[src/design/prs_pkg.sv]
package prs_pkg;

  // clock and timing
  localparam int CLK_HZ = 50_000_000;
  localparam int COMMAND_PULSE_INHIBIT_INPUT_DELAY_MS = 10; // inhibit_response_delay, in ms
  // 10 ms at 50 MHz is 500000 cycles
  localparam int COMMAND_PULSE_INHIBIT_INPUT_DELAY_CYC = COMMAND_PULSE_INHIBIT_INPUT_DELAY_MS * (CLK_HZ / 1000);

  // widths
  localparam int AW = 8;
  localparam int DW = 32;
  localparam int NUM_W = 16;
  localparam int CNT_W = 32;
  localparam int ACC_W = 40;
  localparam int SEL_W = 3;

  // reset values of the ratio pairs and controls, and the numerator loaded by initialise
  localparam logic [15:0] NUM_RST = 16'h0004;
  localparam logic [15:0] DEN_RST = 16'h0001;
  localparam logic [15:0] ENC_COUNTS_DEF = 16'h2000; // counts per turn of the fitted encoder
  localparam logic POLICY_RST = 1'b0;
  localparam logic [SEL_W-1:0] CLR_SEL_RST = 3'h0;

  // register byte offsets
  localparam logic [AW-1:0] OFS_CTRL = 8'h00;
  localparam logic [AW-1:0] OFS_PRI_NUM = 8'h04;
  localparam logic [AW-1:0] OFS_PRI_DEN = 8'h08;
  localparam logic [AW-1:0] OFS_SEC_NUM = 8'h0C;
  localparam logic [AW-1:0] OFS_SEC_DEN = 8'h10;
  localparam logic [AW-1:0] OFS_CLR_SEL = 8'h14;
  localparam logic [AW-1:0] OFS_STATUS = 8'h18;
  localparam logic [AW-1:0] OFS_CMD_CNT = 8'h1C;
  localparam logic [AW-1:0] OFS_FB_CNT = 8'h20;
  localparam logic [AW-1:0] OFS_ERR_CNT = 8'h24;
  localparam logic [AW-1:0] OFS_ENC_CNT = 8'h28;

  // field positions
  localparam int CTRL_INIT_BIT = 0;
  localparam int CTRL_POLICY_BIT = 1;
  localparam int STAT_COMMAND_PULSE_INHIBIT_INPUT_BIT = 0;
  localparam int STAT_SEC_BIT = 1;
  localparam int STAT_PEND_BIT = 2;

  // apb request and answer
  typedef struct packed {
    logic psel;
    logic penable;
    logic pwrite;
    logic [AW-1:0] paddr;
    logic [DW-1:0] pwdata;
  } prs_apb_req_t;

  typedef struct packed {
    logic [DW-1:0] prdata;
    logic pready;
    logic pslverr;
  } prs_apb_rsp_t;

endpackage : prs_pkg

[src/design/prs_pulse_scaler.sv]
// Our own choices: the address map and the APB interface to the registers.
`timescale 1ns/1ps
//
// Behaviour
// RQ1: primary numerator 1..65535, resets to 4
// RQ2: primary denominator 1..65535, resets to 1
// RQ3: scaling only in position control mode
// RQ4: initialise loads numerator with encoder counts
// RQ5: host keeps denominator within encoder resolution
// RQ6: position error held in whole counts
// RQ7: clear zeroes command, feedback, error, encoder counters
// RQ8: clear once, on the falling edge
// RQ9: clear input chosen among sequence inputs
// RQ10: inhibit holds command counter in position mode
// RQ11: inhibited pulses are dropped, never replayed
// RQ12: inhibit takes effect about 10 ms later
// RQ13: ratio select off uses primary pair
// RQ14: ratio select on uses secondary pair
// RQ15: policy gates primary changes on servo state
// RQ16: secondary pair 1..65535, defaults 4 and 1
// RQ17: accumulate numerator, emit per denominator, keep remainder
// RQ18: single clock, synchronous reset loads all reset values
module prs_pulse_scaler
  import prs_pkg::*;
#(
  parameter int SEQ_N = 8,
  parameter int COMMAND_PULSE_INHIBIT_INPUT_CYC = prs_pkg::COMMAND_PULSE_INHIBIT_INPUT_DELAY_CYC,
  parameter logic [15:0] ENC_COUNTS = prs_pkg::ENC_COUNTS_DEF
) (
  input wire logic ref_clk_i,
  input wire logic rst_n_i,
  input wire prs_pkg::prs_apb_req_t apb_req_i,
  output prs_pkg::prs_apb_rsp_t apb_rsp_o,
  input wire logic cmd_pulse_i,
  input wire logic cmd_dir_i,
  input wire logic fb_pulse_i,
  input wire logic fb_dir_i,
  input wire logic pos_mode_i,
  input wire logic servo_on_i,
  input wire logic command_pulse_inhibit_input_i,
  input wire logic ratio_set_select_i,
  input wire logic [SEQ_N-1:0] seq_in_i,
  output logic pos_count_pulse_o,
  output logic pos_count_dir_o,
  output logic [prs_pkg::CNT_W-1:0] pos_error_o,
  output logic inhibit_active_o
);
  import prs_pkg::*;

  localparam logic [CNT_W-1:0] CNT_ONE = 32'h00000001;

  // ratio parameters
  logic [NUM_W-1:0] pend_pri_num; // primary as written
  logic [NUM_W-1:0] pend_pri_den;
  logic [NUM_W-1:0] pri_num; // primary in use
  logic [NUM_W-1:0] pri_den;
  logic [NUM_W-1:0] sec_num;
  logic [NUM_W-1:0] sec_den;
  logic ratio_update_policy;
  logic [SEL_W-1:0] clear_input_assignment;
  logic [NUM_W-1:0] next_pend_pri_num;
  logic [NUM_W-1:0] next_pend_pri_den;
  logic [NUM_W-1:0] next_pri_num;
  logic [NUM_W-1:0] next_pri_den;
  logic [NUM_W-1:0] next_sec_num;
  logic [NUM_W-1:0] next_sec_den;
  logic next_policy;
  logic [SEL_W-1:0] next_clr_sel;

  // position counters, all in whole counts
  logic [CNT_W-1:0] cmd_cnt;
  logic [CNT_W-1:0] fb_cnt;
  logic [CNT_W-1:0] enc_cnt; // encoder_feedback_count_monitor
  logic [CNT_W-1:0] next_cmd_cnt;
  logic [CNT_W-1:0] next_fb_cnt;
  logic [CNT_W-1:0] next_enc_cnt;
  logic [CNT_W-1:0] next_err;

  // clear edge detection
  logic clr_prev;
  logic clr_level;
  logic clr_fall;

  // apb answer
  logic [DW-1:0] next_prdata;
  logic next_pready;
  logic next_pslverr;
  logic [DW-1:0] rd_data;
  logic addr_hit;

  // datapath wires
  logic command_pulse_inhibit_input_dly;
  logic command_pulse_inhibit_input_on;
  logic cmd_take;
  logic use_sec;
  logic [NUM_W-1:0] act_num;
  logic [NUM_W-1:0] act_den;
  logic gear_pulse;
  logic gear_dir;
  logic wr_en;
  logic init_cmd;
  logic apply_ok;
  logic [15:0] wval;
  logic wval_ok;
  logic next_command_pulse_inhibit_input_active;

  // inhibit settles for about 10 ms before acting
  prs_level_delay #(
    .DELAY_CYC(COMMAND_PULSE_INHIBIT_INPUT_CYC)
  ) u_command_pulse_inhibit_input_delay (
    .ref_clk_i(ref_clk_i),
    .rst_n_i(rst_n_i),
    .level_i(command_pulse_inhibit_input_i),
    .level_o(command_pulse_inhibit_input_dly)
  ); // RQ12

  // inhibit only matters in position control mode
  assign command_pulse_inhibit_input_on = command_pulse_inhibit_input_dly & pos_mode_i; // RQ10

  // selected sequence input carries the clear
  assign clr_level = seq_in_i[clear_input_assignment]; // RQ9
  assign clr_fall = clr_prev & ~clr_level; // RQ8

  // pulses outside position mode or while inhibited are simply lost
  assign cmd_take = cmd_pulse_i & pos_mode_i & ~command_pulse_inhibit_input_on & ~clr_fall; // RQ3 RQ11

  // pair select follows the input directly in position mode
  assign use_sec = pos_mode_i & ratio_set_select_i; // RQ14
  assign act_num = use_sec ? sec_num : pri_num; // RQ13
  assign act_den = use_sec ? sec_den : pri_den; // RQ13

  prs_gear_accum #(
    .NUM_W(NUM_W),
    .ACC_W(ACC_W)
  ) u_gear (
    .ref_clk_i(ref_clk_i),
    .rst_n_i(rst_n_i),
    .pulse_i(cmd_take),
    .dir_i(cmd_dir_i),
    .num_i(act_num),
    .den_i(act_den),
    .clr_i(clr_fall),
    .cnt_pulse_o(gear_pulse),
    .cnt_dir_o(gear_dir)
  );

  // bus decode
  assign wr_en = apb_req_i.psel & apb_req_i.penable & apb_req_i.pwrite & apb_rsp_o.pready;
  assign wval = apb_req_i.pwdata[15:0];
  // zero is outside 1..65535, such a write leaves the value alone
  assign wval_ok = (wval != 16'h0000); // RQ1 RQ2 RQ16
  assign init_cmd = wr_en & (apb_req_i.paddr == OFS_CTRL)
    & apb_req_i.pwdata[CTRL_INIT_BIT];
  // primary changes wait for servo off unless policy allows
  assign apply_ok = ratio_update_policy | ~servo_on_i; // RQ15

  // parameter registers
  always_comb begin
    next_pend_pri_num = pend_pri_num;
    next_pend_pri_den = pend_pri_den;
    next_sec_num = sec_num;
    next_sec_den = sec_den;
    next_policy = ratio_update_policy;
    next_clr_sel = clear_input_assignment;
    if (wr_en) begin
      case (apb_req_i.paddr)
        OFS_CTRL: begin
          next_policy = apb_req_i.pwdata[CTRL_POLICY_BIT]; // RQ15
        end
        OFS_PRI_NUM: begin
          if (wval_ok) next_pend_pri_num = wval; // RQ1
        end
        OFS_PRI_DEN: begin
          if (wval_ok) next_pend_pri_den = wval; // RQ2
        end
        OFS_SEC_NUM: begin
          if (wval_ok) next_sec_num = wval; // RQ16
        end
        OFS_SEC_DEN: begin
          if (wval_ok) next_sec_den = wval; // RQ16
        end
        OFS_CLR_SEL: begin
          next_clr_sel = apb_req_i.pwdata[SEL_W-1:0]; // RQ9
        end
        default: begin
          next_policy = ratio_update_policy;
        end
      endcase
    end
    // initialise wins over a plain write in the same cycle
    if (init_cmd) begin
      next_pend_pri_num = ENC_COUNTS; // RQ4
      next_pend_pri_den = DEN_RST;
      next_sec_num = NUM_RST;
      next_sec_den = DEN_RST;
      next_policy = POLICY_RST;
    end
    // a held-back value lands as soon as the servo goes off
    next_pri_num = apply_ok ? next_pend_pri_num : pri_num; // RQ15
    next_pri_den = apply_ok ? next_pend_pri_den : pri_den; // RQ15
    if (init_cmd) begin
      next_pri_num = ENC_COUNTS; // RQ4
      next_pri_den = DEN_RST;
    end
  end

  always_ff @(posedge ref_clk_i) begin
    if (!rst_n_i) begin
      pend_pri_num <= NUM_RST; // RQ1
      pend_pri_den <= DEN_RST; // RQ2
      pri_num <= NUM_RST; // RQ18
      pri_den <= DEN_RST;
      sec_num <= NUM_RST; // RQ16
      sec_den <= DEN_RST;
      ratio_update_policy <= POLICY_RST;
      clear_input_assignment <= CLR_SEL_RST;
    end else begin
      pend_pri_num <= next_pend_pri_num;
      pend_pri_den <= next_pend_pri_den;
      pri_num <= next_pri_num;
      pri_den <= next_pri_den;
      sec_num <= next_sec_num;
      sec_den <= next_sec_den;
      ratio_update_policy <= next_policy;
      clear_input_assignment <= next_clr_sel;
    end
  end

  // counters; the clear edge beats any count in the same cycle
  always_comb begin
    next_cmd_cnt = cmd_cnt;
    next_fb_cnt = fb_cnt;
    next_enc_cnt = enc_cnt;
    if (gear_pulse) begin
      next_cmd_cnt = gear_dir ? cmd_cnt - CNT_ONE : cmd_cnt + CNT_ONE; // RQ10
    end
    if (fb_pulse_i) begin
      next_fb_cnt = fb_dir_i ? fb_cnt - CNT_ONE : fb_cnt + CNT_ONE;
      next_enc_cnt = fb_dir_i ? enc_cnt - CNT_ONE : enc_cnt + CNT_ONE;
    end
    if (clr_fall) begin
      next_cmd_cnt = '0; // RQ7
      next_fb_cnt = '0; // RQ7
      next_enc_cnt = '0; // RQ7
    end
    // error in whole counts, no fraction kept here
    next_err = next_cmd_cnt - next_fb_cnt; // RQ6
    next_command_pulse_inhibit_input_active = command_pulse_inhibit_input_on;
  end

  always_ff @(posedge ref_clk_i) begin
    if (!rst_n_i) begin
      cmd_cnt <= '0; // RQ18
      fb_cnt <= '0;
      enc_cnt <= '0;
      pos_error_o <= '0;
      clr_prev <= 1'b0;
      pos_count_pulse_o <= 1'b0;
      pos_count_dir_o <= 1'b0;
      inhibit_active_o <= 1'b0;
    end else begin
      cmd_cnt <= next_cmd_cnt;
      fb_cnt <= next_fb_cnt;
      enc_cnt <= next_enc_cnt;
      pos_error_o <= next_err; // RQ7
      clr_prev <= clr_level; // RQ8
      pos_count_pulse_o <= gear_pulse;
      pos_count_dir_o <= gear_dir;
      inhibit_active_o <= next_command_pulse_inhibit_input_active;
    end
  end

  // read mux, unmapped addresses read zero and flag an error
  always_comb begin
    rd_data = '0;
    addr_hit = 1'b1;
    case (apb_req_i.paddr)
      OFS_CTRL: rd_data[CTRL_POLICY_BIT] = ratio_update_policy;
      OFS_PRI_NUM: rd_data[NUM_W-1:0] = pend_pri_num;
      OFS_PRI_DEN: rd_data[NUM_W-1:0] = pend_pri_den;
      OFS_SEC_NUM: rd_data[NUM_W-1:0] = sec_num;
      OFS_SEC_DEN: rd_data[NUM_W-1:0] = sec_den;
      OFS_CLR_SEL: rd_data[SEL_W-1:0] = clear_input_assignment;
      OFS_STATUS: begin
        rd_data[STAT_COMMAND_PULSE_INHIBIT_INPUT_BIT] = command_pulse_inhibit_input_on;
        rd_data[STAT_SEC_BIT] = use_sec;
        rd_data[STAT_PEND_BIT] = (pend_pri_num != pri_num) | (pend_pri_den != pri_den);
      end
      OFS_CMD_CNT: rd_data = cmd_cnt;
      OFS_FB_CNT: rd_data = fb_cnt;
      OFS_ERR_CNT: rd_data = pos_error_o;
      OFS_ENC_CNT: rd_data = enc_cnt;
      default: addr_hit = 1'b0;
    endcase
  end

  // answer is built in setup and stands one cycle in access
  always_comb begin
    next_pready = apb_req_i.psel & ~apb_req_i.penable;
    next_pslverr = apb_req_i.psel & ~apb_req_i.penable & ~addr_hit;
    next_prdata = apb_rsp_o.prdata;
    if (apb_req_i.psel & ~apb_req_i.penable & ~apb_req_i.pwrite) begin
      next_prdata = rd_data;
    end
  end

  always_ff @(posedge ref_clk_i) begin
    if (!rst_n_i) begin
      apb_rsp_o <= '0;
    end else begin
      apb_rsp_o.pready <= next_pready;
      apb_rsp_o.pslverr <= next_pslverr;
      apb_rsp_o.prdata <= next_prdata;
    end
  end

endmodule : prs_pulse_scaler

[src/design/prs_level_delay.sv]
`timescale 1ns/1ps
// output follows the input once it has stood changed for DELAY_CYC cycles
module prs_level_delay #(
  parameter int DELAY_CYC = 500000
) (
  input wire logic ref_clk_i,
  input wire logic rst_n_i,
  input wire logic level_i,
  output logic level_o
);
  localparam int CW = $clog2(DELAY_CYC + 1);
  localparam logic [CW-1:0] LAST = CW'(DELAY_CYC - 1);
  localparam logic [CW-1:0] ONE = CW'(1);

  logic [CW-1:0] cnt; // cycles the input has differed
  logic [CW-1:0] next_cnt;
  logic next_level;

  // a short glitch restarts the count, so only a settled change passes
  always_comb begin
    next_cnt = '0;
    next_level = level_o;
    if (level_i != level_o) begin
      if (cnt == LAST) begin
        next_level = level_i;
      end else begin
        next_cnt = cnt + ONE;
      end
    end
  end

  always_ff @(posedge ref_clk_i) begin
    if (!rst_n_i) begin
      cnt <= '0;
      level_o <= 1'b0;
    end else begin
      cnt <= next_cnt;
      level_o <= next_level;
    end
  end

endmodule : prs_level_delay

[src/design/prs_gear_accum.sv]
`timescale 1ns/1ps
// numerator per input pulse in, one count per denominator out
module prs_gear_accum #(
  parameter int NUM_W = 16,
  parameter int ACC_W = 40
) (
  input wire logic ref_clk_i,
  input wire logic rst_n_i,
  input wire logic pulse_i, // accepted command pulse
  input wire logic dir_i, // 1 = reverse
  input wire logic [NUM_W-1:0] num_i,
  input wire logic [NUM_W-1:0] den_i,
  input wire logic clr_i, // drops the remainder
  output logic cnt_pulse_o,
  output logic cnt_dir_o
);
  logic signed [ACC_W-1:0] acc; // signed remainder in numerator units
  logic signed [ACC_W-1:0] next_acc;
  logic signed [ACC_W-1:0] num_ext;
  logic signed [ACC_W-1:0] den_ext;
  logic next_pulse;
  logic next_dir;

  assign num_ext = $signed({{(ACC_W-NUM_W){1'b0}}, num_i});
  assign den_ext = $signed({{(ACC_W-NUM_W){1'b0}}, den_i});

  // one count per cycle; a big ratio drains over several cycles but
  // the remainder keeps every fraction, so nothing is lost
  always_comb begin
    next_acc = acc;
    next_pulse = 1'b0;
    next_dir = cnt_dir_o;
    if (acc >= den_ext) begin
      next_acc = acc - den_ext; // RQ17
      next_pulse = 1'b1;
      next_dir = 1'b0;
    end else if (acc <= -den_ext) begin
      next_acc = acc + den_ext; // RQ17
      next_pulse = 1'b1;
      next_dir = 1'b1;
    end
    if (pulse_i) begin
      next_acc = dir_i ? next_acc - num_ext : next_acc + num_ext; // RQ17
    end
    if (clr_i) begin
      next_acc = '0;
      next_pulse = 1'b0;
    end
  end

  always_ff @(posedge ref_clk_i) begin
    if (!rst_n_i) begin
      acc <= '0; // RQ18
      cnt_pulse_o <= 1'b0;
      cnt_dir_o <= 1'b0;
    end else begin
      acc <= next_acc;
      cnt_pulse_o <= next_pulse;
      cnt_dir_o <= next_dir;
    end
  end

endmodule : prs_gear_accum

[config.mk]
export PLATFORM = sky130hd
export DESIGN_NAME = prs_pulse_scaler
export DESIGN_NICKNAME = d
export VERILOG_FILES = /design/src/design/prs_pkg.sv /design/src/design/prs_pulse_scaler.sv /design/src/design/prs_level_delay.sv /design/src/design/prs_gear_accum.sv
export SDC_FILE = /design/constraint.sdc
export NUM_CORES = 1
export LEC_CHECK = 0
export BUFFER_PORTS_ARGS = -buffer_cell sky130_fd_sc_hd__buf_2
export CAP_MARGIN = 5
export CORE_MARGIN = 3
export CORE_UTILIZATION = 62
export CTS_CLUSTER_SIZE = 40
export DETAILED_ROUTE_END_ITERATION = 10
export PLACE_DENSITY = 0.8
export REMOVE_ABC_BUFFERS = 1
export SLEW_MARGIN = 20
export SYNTH_ARGS = -nofsm -noshare
export SYNTH_HDL_FRONTEND = slang
export SYNTH_SLANG_ARGS = --single-unit
[constraint.sdc]
create_clock -name ref_clk_i -period 12.05 [get_ports ref_clk_i]
set_input_delay 2.41 -clock ref_clk_i [delete_from_list [all_inputs] [get_ports ref_clk_i]]
set_output_delay 2.41 -clock ref_clk_i [all_outputs]
set_load 0.02 [all_outputs]
==> results of run 1 <==
cells by family after synthesis:
| logic type | after synthesis |
|---|---|
| simple gates | 1168 |
| compound gates | 902 |
| flops | 328 |
| buf+inv | 255 |
| fa+ha+maj | 243 |
| xor+xnor | 218 |
| mux | 186 |
cells in the mapped netlist (24+ instances only):
cell        n  area, µm²
a211oi_1   61      457.9
a21o_1    108      810.8
a21oi_1   213       1066
a22oi_1    56      420.4
a31oi_1    28      175.2
and3_1     39      244.0
clkbuf_1  117      439.2
dfxtp_1   328       6566
ha_1      236       2953
inv_1      99      371.6
mux2i_1   170       1702
nand2_1   209      784.5
nand2b_1   39      244.0
nand3_1    96      480.5
nand4_1    36      225.2
nor2_1    456       1712
nor2b_1    35      219.0
nor3_1    104      520.5
nor4_1     26      162.7
o21a_1     35      262.8
o21ai_0   124      620.6
o21bai_1   27      202.7
or2_2      24      150.1
or3_1      26      162.7
xnor2_1   108      945.9
xor2_1    110      963.4
state kept, by name, summed over array words and instances, names as in the netlist, 3 cells and up:
| name | count |
|---|---|
| u_gear.acc | 40 |
| pri_num | 16 |
| clear_input_assignment | 3 |
| pri_den | 16 |
| sec_den | 16 |
| enc_cnt | 32 |
| apb_rsp_o | 34 |
| pend_pri_den | 16 |
| sec_num | 16 |
| cmd_cnt | 32 |
| fb_cnt | 32 |
| pend_pri_num | 16 |
| u_command_pulse_inhibit_input_delay.cnt | 19 |
| pos_error_o | 32 |
routing by layer:
metal  global-route usage, %  wire length [µm]  vias to the layer above  part of all wire [%]
li1                        -                 -                    12190                     -
met1                   47.34             34470                    12380                    41
met2                   60.81             38490                     1122                    46
met3                   5.528              6970                      218                   8.4
met4                   13.86              3229                        4                   3.9
met5                       0                28                        -                 0.034
how the worst max path moves through the flow:
| stage | start | end | depth (start not counted) |
|---|---|---|---|
| 6_report | pos_mode_i | u_gear.acc[38] | 35 |
| 5_1_grt | pos_mode_i | u_gear.acc[38] | 32 |
| 4_1_cts | pos_mode_i | u_gear.acc[38] | 33 |
| 3_5_place_dp | pos_mode_i | u_gear.acc[38] | 33 |
| 3_3_place_gp | pos_mode_i | u_gear.acc[38] | 33 |
| 2_1_floorplan | pos_mode_i | u_gear.acc[39] | 33 |
worst max-delay path, delay by kind of cell:
family / cells / cell delay, ns
simple gates: 10 / 2.27
compound gates: 13 / 3.36
fa+ha+maj: 4 / 1.15
buf+inv: 6 / 1.17
mux: 1 / 0.58
xor+xnor: 1 / 0.26
area by class of cell:
class,count,area (µm²)
Multi-Input combinational cell,2717,18660
Fill cell,3450,12860
Sequential cell,328,6566
Clock buffer,58,1200
Timing Repair Buffer,153,868.3
Tap cell,532,665.6
Inverter,100,376.6
Clock inverter,11,97.59
power groups by stage:
stage,Clock (mW),Sequential [mW],Combinational (mW)
after floorplan,0,1.42,2.48
after global placement,0,1.42,3.23
after detailed placement,0,1.42,3.32
after CTS,1.21,1.40,3.34
after global routing,1.25,1.42,3.74
final,1.20,1.41,3.41
==> key figures, run 1 <==
Final layout
  • Ant diodes: 0
  • Syn-to-layout area delta: 8.671%
  • Non-Filler Instances: ~3,900
  • Most common cell after layout, fill and taps aside: nor2_1
  • Post-route cell area: 0.02843 mm²
  • Most frequent cells in the layout: nor2_1 (450), dfxtp_1 (328), ha_1 (236)
  • Final core occ: 68.85%
  • Share of post-route cells with drive strength above 1: around a tenth
  • Final net count: 3,642

Power
  • NetSw: 2.684 mW
  • Reg power frac: 23.4%
  • Gate power share: between 50% and 60%
  • Switching fraction of total power: roughly 45%
  • Power Dens Cells: 211.6 mW/mm²
  • Total power: approximately 6 mW
  • Pleak: 13.54 nW
  • Max VDD drop: approximately 0.20 mV
  • Clk pwr share: 20.0%
  • Internal: 3.332 mW

Routing
  • DRC: 0
  • DRT Pass-1 Iters: 8
  • Drt first-iter violations: 2,366
  • Final WL: 83,190 µm
  • DR vias/cell: between 6 and 7
  • Drt wl/cell: 21.34 µm
  • Post-route ant nets: 0
  • Via count: 25,910

Global route
  • Initial antenna violation count: 3
  • Total global-route track usage: 36.27%
  • GR Overflow Total: 0
  • Vias in the first global route: 24,870
  • Largest net degree at the start of global routing: 78
  • First-pass GRT wire length: 131,500 µm

Timing
  • Clock Skew: 0.01890 ns
  • Max Slew Vio Count: 0
  • Worst slew pin tran: approximately 1.1 ns
  • Worst slew margin: 23.16%
  • Min Hold Slack: 0.4577 ns
  • Fmax: 0.09315 GHz
  • Setup violators final: 0
  • Post-route setup slack: between 1 and 1.5 ns
  • Fin crit period: 10.74 ns
  • Final period utilization: 89.09%
  • Fin. Hold Viols: 0
  • RSZ-0062 raised after global routing: false
  • Final setup TNS: 0 ns

Synthesis
  • Xor/xnor share of the synthesized area: 7.298%
  • Sequential share of the synthesized area: 25.10%
  • Post-synth EDFFs: 0
  • Post-synthesis adder-cell area fraction: 11.82%
  • Warnings from Yosys: 0
  • Post-Syn Instances: 3,300
  • Simple-Gate Fraction of Synth Area: 21.10%
  • Avg Cell Area, Syn: ~8 µm²
  • Seq cells post-synth: between 300 and 400
  • Multiplexer share of the synthesized area: 7.279%
  • Async SR Flop Fraction: 0%
  • Largest family of logic cells by synthesized area: compound AO/OA/AOI/OAI gates
  • Post-synthesis compound-gate area fraction: 23.64%
  • Yosys cell types: 97
  • Mapped Area: 0.02616 mm²
  • Dominant synthesized flop cell: dfxtp_1

CTS
  • CTS resizes: 0
  • TritonCTS clock tree: yes
  • Htree depth: 2
  • Clk root buf: clkbuf_16
  • Cts hold-fix bufs: 0
  • # Post-CTS Setup Buffers: 0
  • CTS Buf Count: 38
  • Clk Latency, worst-skew pair: ~0.56 ns
  • Sink Count: 328
  • Clk pin slew, worst setup/hold paths: 0.06 ns
  • Clock Tree Buf Depth: 3

Floorplan
  • Row Count: 74
  • Die height: 211.4 µm
  • Ports: 130
  • Core Region: slightly above 0.04 mm²
  • Initial core utilization: 63.35%
  • Die Span X: 211.4 µm
  • Die area: 0.04470 mm²

Place
  • Global placer's final weighted congestion: roughly 0.97
  • Dpl ws: 0.8408 ns
  • Area post-placement: 0.02713 mm²
  • Placed Cells: 3,830
  • PortBufs: roughly 110
  • Post-DP HPWL: ~60,000 µm

Worst setup path
  • CP Max Fanout: 16
  • CP required: 12.54 ns
  • Worst Path Arrival: about 11 ns
  • Setup CP Type: primary input to flip-flop
  • Flop2flop setup slack: roughly 3.5 ns
  • FF-to-FF Start: pri_den[1]
  • Crit-path max cell delay: 0.65 ns
  • Setup crit start kind: primary input
  • RR Endpoint: u_gear.acc[38]
  • Path depth of the worst reg2reg path: 32
  • Slowest cell on the critical path: a2111oi_0
  • Worst Setup End Kind: flip-flop

Worst hold path
  • Hold_sp: u_command_pulse_inhibit_input_delay.cnt[0]
  • End of the worst hold path: u_command_pulse_inhibit_input_delay.cnt[0]
  • Hold depth: 1
  • HP Class: flip-flop to flip-flop

Run status
  • Status: finished clean

Run
  • Max-cap viol count: 0
(Power assumes the default switching activity.)
==> inputs of run 2 (changes only) <==
==> constraint.sdc (replaced) <==
create_clock -name ref_clk_i -period 13.4 [get_ports ref_clk_i]
set_input_delay 2.68 -clock ref_clk_i [delete_from_list [all_inputs] [get_ports ref_clk_i]]
set_output_delay 2.68 -clock ref_clk_i [all_outputs]
set_load 0.02 [all_outputs]
==> key figures, run 2 (same netlist as run 1, synthesis figures left out) <==
Final layout
  • Final net count: 3,632
  • Biggest regs: u_gear.acc: 40 flops, apb_rsp_o: 34 flops
  • Largest register FFs: 40
  • Most flops, register: u_gear.acc
  • Share of post-route cells with drive strength above 1: 9.085%
  • Syn-to-layout area delta: 8.537%
  • Most frequent cells in the layout: nor2_1 (451), dfxtp_1 (328), ha_1 (236)
  • Most common cell after layout, fill and taps aside: nor2_1
  • Non-Filler Instances: 3,890

Worst setup path
  • Slowest cell on the critical path: mux2i_1
  • CP required: 13.83 ns
  • Path depth of the worst reg2reg path: 31
  • Setup CP Type: primary input to flip-flop
  • Crit-path max cell delay: 0.86 ns
  • Worst Path Arrival: 12.17 ns
  • Setup crit start kind: primary input
  • Worst Path Buf+Inv: 1
  • FF-to-FF Start: pri_den[2]
  • Worst Setup End Kind: flip-flop
  • RR Endpoint: u_gear.acc[36]
  • Flop2flop setup slack: 4.25 ns
  • CP Max Fanout: 22
  • Top delay family on crit path: simple AND/OR/NAND/NOR gates

CTS
  • Clk pin slew, worst setup/hold paths: ~0.06 ns
  • Clk root buf: clkbuf_16
  • # Post-CTS Setup Buffers: 0
  • Htree depth: 2
  • CTS resizes: 0
  • Clock Tree Buf Depth: 3
  • Cts hold-fix bufs: 0
  • TritonCTS clock tree: yes
  • Clk Latency, worst-skew pair: 0.57 ns
  • Sink Count: 328
  • CTS Buf Count: 39

Timing
  • RSZ-0062 raised after global routing: false
  • Final setup TNS: 0 ns
  • Max Slew Vio Count: 0
  • Clock Skew: 0.03009 ns
  • Fin. Hold Viols: 0
  • Fmax: 0.08523 GHz
  • Worst slew margin: 26.24%
  • Min Hold Slack: 0.4822 ns
  • Final period utilization: 87.56%
  • Fin crit period: 11.73 ns
  • Setup violators final: 0
  • Worst slew pin tran: 1.104 ns
  • Post-route setup slack: 1.668 ns

Routing
  • DR vias/cell: 6.666
  • Post-route ant nets: 0
  • Drt first-iter violations: 2,364
  • Via count: 25,930
  • DRC: 0
  • Drt wl/cell: 21.80 µm
  • DRT Pass-1 Iters: 8
  • Final WL: 84,800 µm

Power
  • Power Dens Cells: 193.8 mW/mm²
  • Max VDD drop: around 0.13 mV
  • Pleak: approximately 14 nW
  • Total power: 5.503 mW

Place
  • PortBufs: 113
  • Global placer's final weighted congestion: 0.9617
  • Dpl ws: 1.401 ns
  • Post-DP HPWL: between 60,000 and 70,000 µm
  • Placed Cells: 3,819

Worst hold path
  • Hold depth: 1
  • HP Class: flip-flop to flip-flop
  • End of the worst hold path: u_command_pulse_inhibit_input_delay.cnt[0]
  • Hold_sp: u_command_pulse_inhibit_input_delay.cnt[0]

Global route
  • First-pass GRT wire length: 134,600 µm
  • Vias in the first global route: 25,330
  • GR Overflow Total: 0
  • Largest net degree at the start of global routing: 89
  • Initial antenna violation count: 3
  • Total global-route track usage: 37.14%

Floorplan
  • Die height: around 210 µm
  • Ports: 130
  • Initial core utilization: between 60% and 70%
  • Die Span X: between 200 and 250 µm
  • Die area: 0.04470 mm²
  • Core Region: 0.04129 mm²
  • Row Count: 74

Run status
  • Status: finished clean

Run
  • Max-cap viol count: 0
[run 2: cell count changes in the layout (fill, tap and decap cells not counted), moves of 2 or more]
| cell | before | now |
|---|---|---|
| buf_4 | 41 | 30 |
| bufinv_16 | 1 | 5 |
| clkbuf_16 | 41 | 39 |
| clkbuf_8 | 11 | 9 |
| clkinvlp_4 | 4 | 2 |
| inv_6 | 1 | 3 |
[run 2: layout make-up]
cell class | instances | area [µm²]
clock inverter | 16 | 225.2
clock buffer | 54 | 1122
sequential | 328 | 6566
tap | 532 | 665.6
multi-input combinational | 2717 | 18650
timing repair buffer | 142 | 785.8
antenna | 1 | 2.502
inverter | 100 | 376.6
fill | 3458 | 12900
[run 2: how the worst max path moves through the flow]
stage | from | endpoint | depth (start not counted)
after floorplan | pos_mode_i | u_gear.acc[39] | 33
after global placement | pos_mode_i | u_gear.acc[39] | 31
after detailed placement | pos_mode_i | u_gear.acc[39] | 31
after CTS | pos_mode_i | u_gear.acc[39] | 33
after global routing | pos_mode_i | u_gear.acc[39] | 33
final | pos_mode_i | u_gear.acc[36] | 31
[run 2: report_power, final]
group	leakage, nW	internal [mW]	switching (mW)
logic	10.2	1.24	1.86
clock network	0.661	0.684	0.449
registers	2.68	1.10	0.164
[run 2: per-stage QoR]
stage	utilization [%]	instance area [µm²]
after detailed placement	65.49	27040
after global routing	68.76	28390
after global placement	65.49	27040
final	68.76	28390
after CTS	68.75	28390
after floorplan	-	25550
[run 2: metal layers]
layer,wire length [µm],GRT usage [%],vias to the layer above
met4,3542,16.24,6
met2,39050,61.62,1207
met5,45,0,-
met1,34650,48.15,12310
li1,-,-,12190
met3,7519,5.750,219
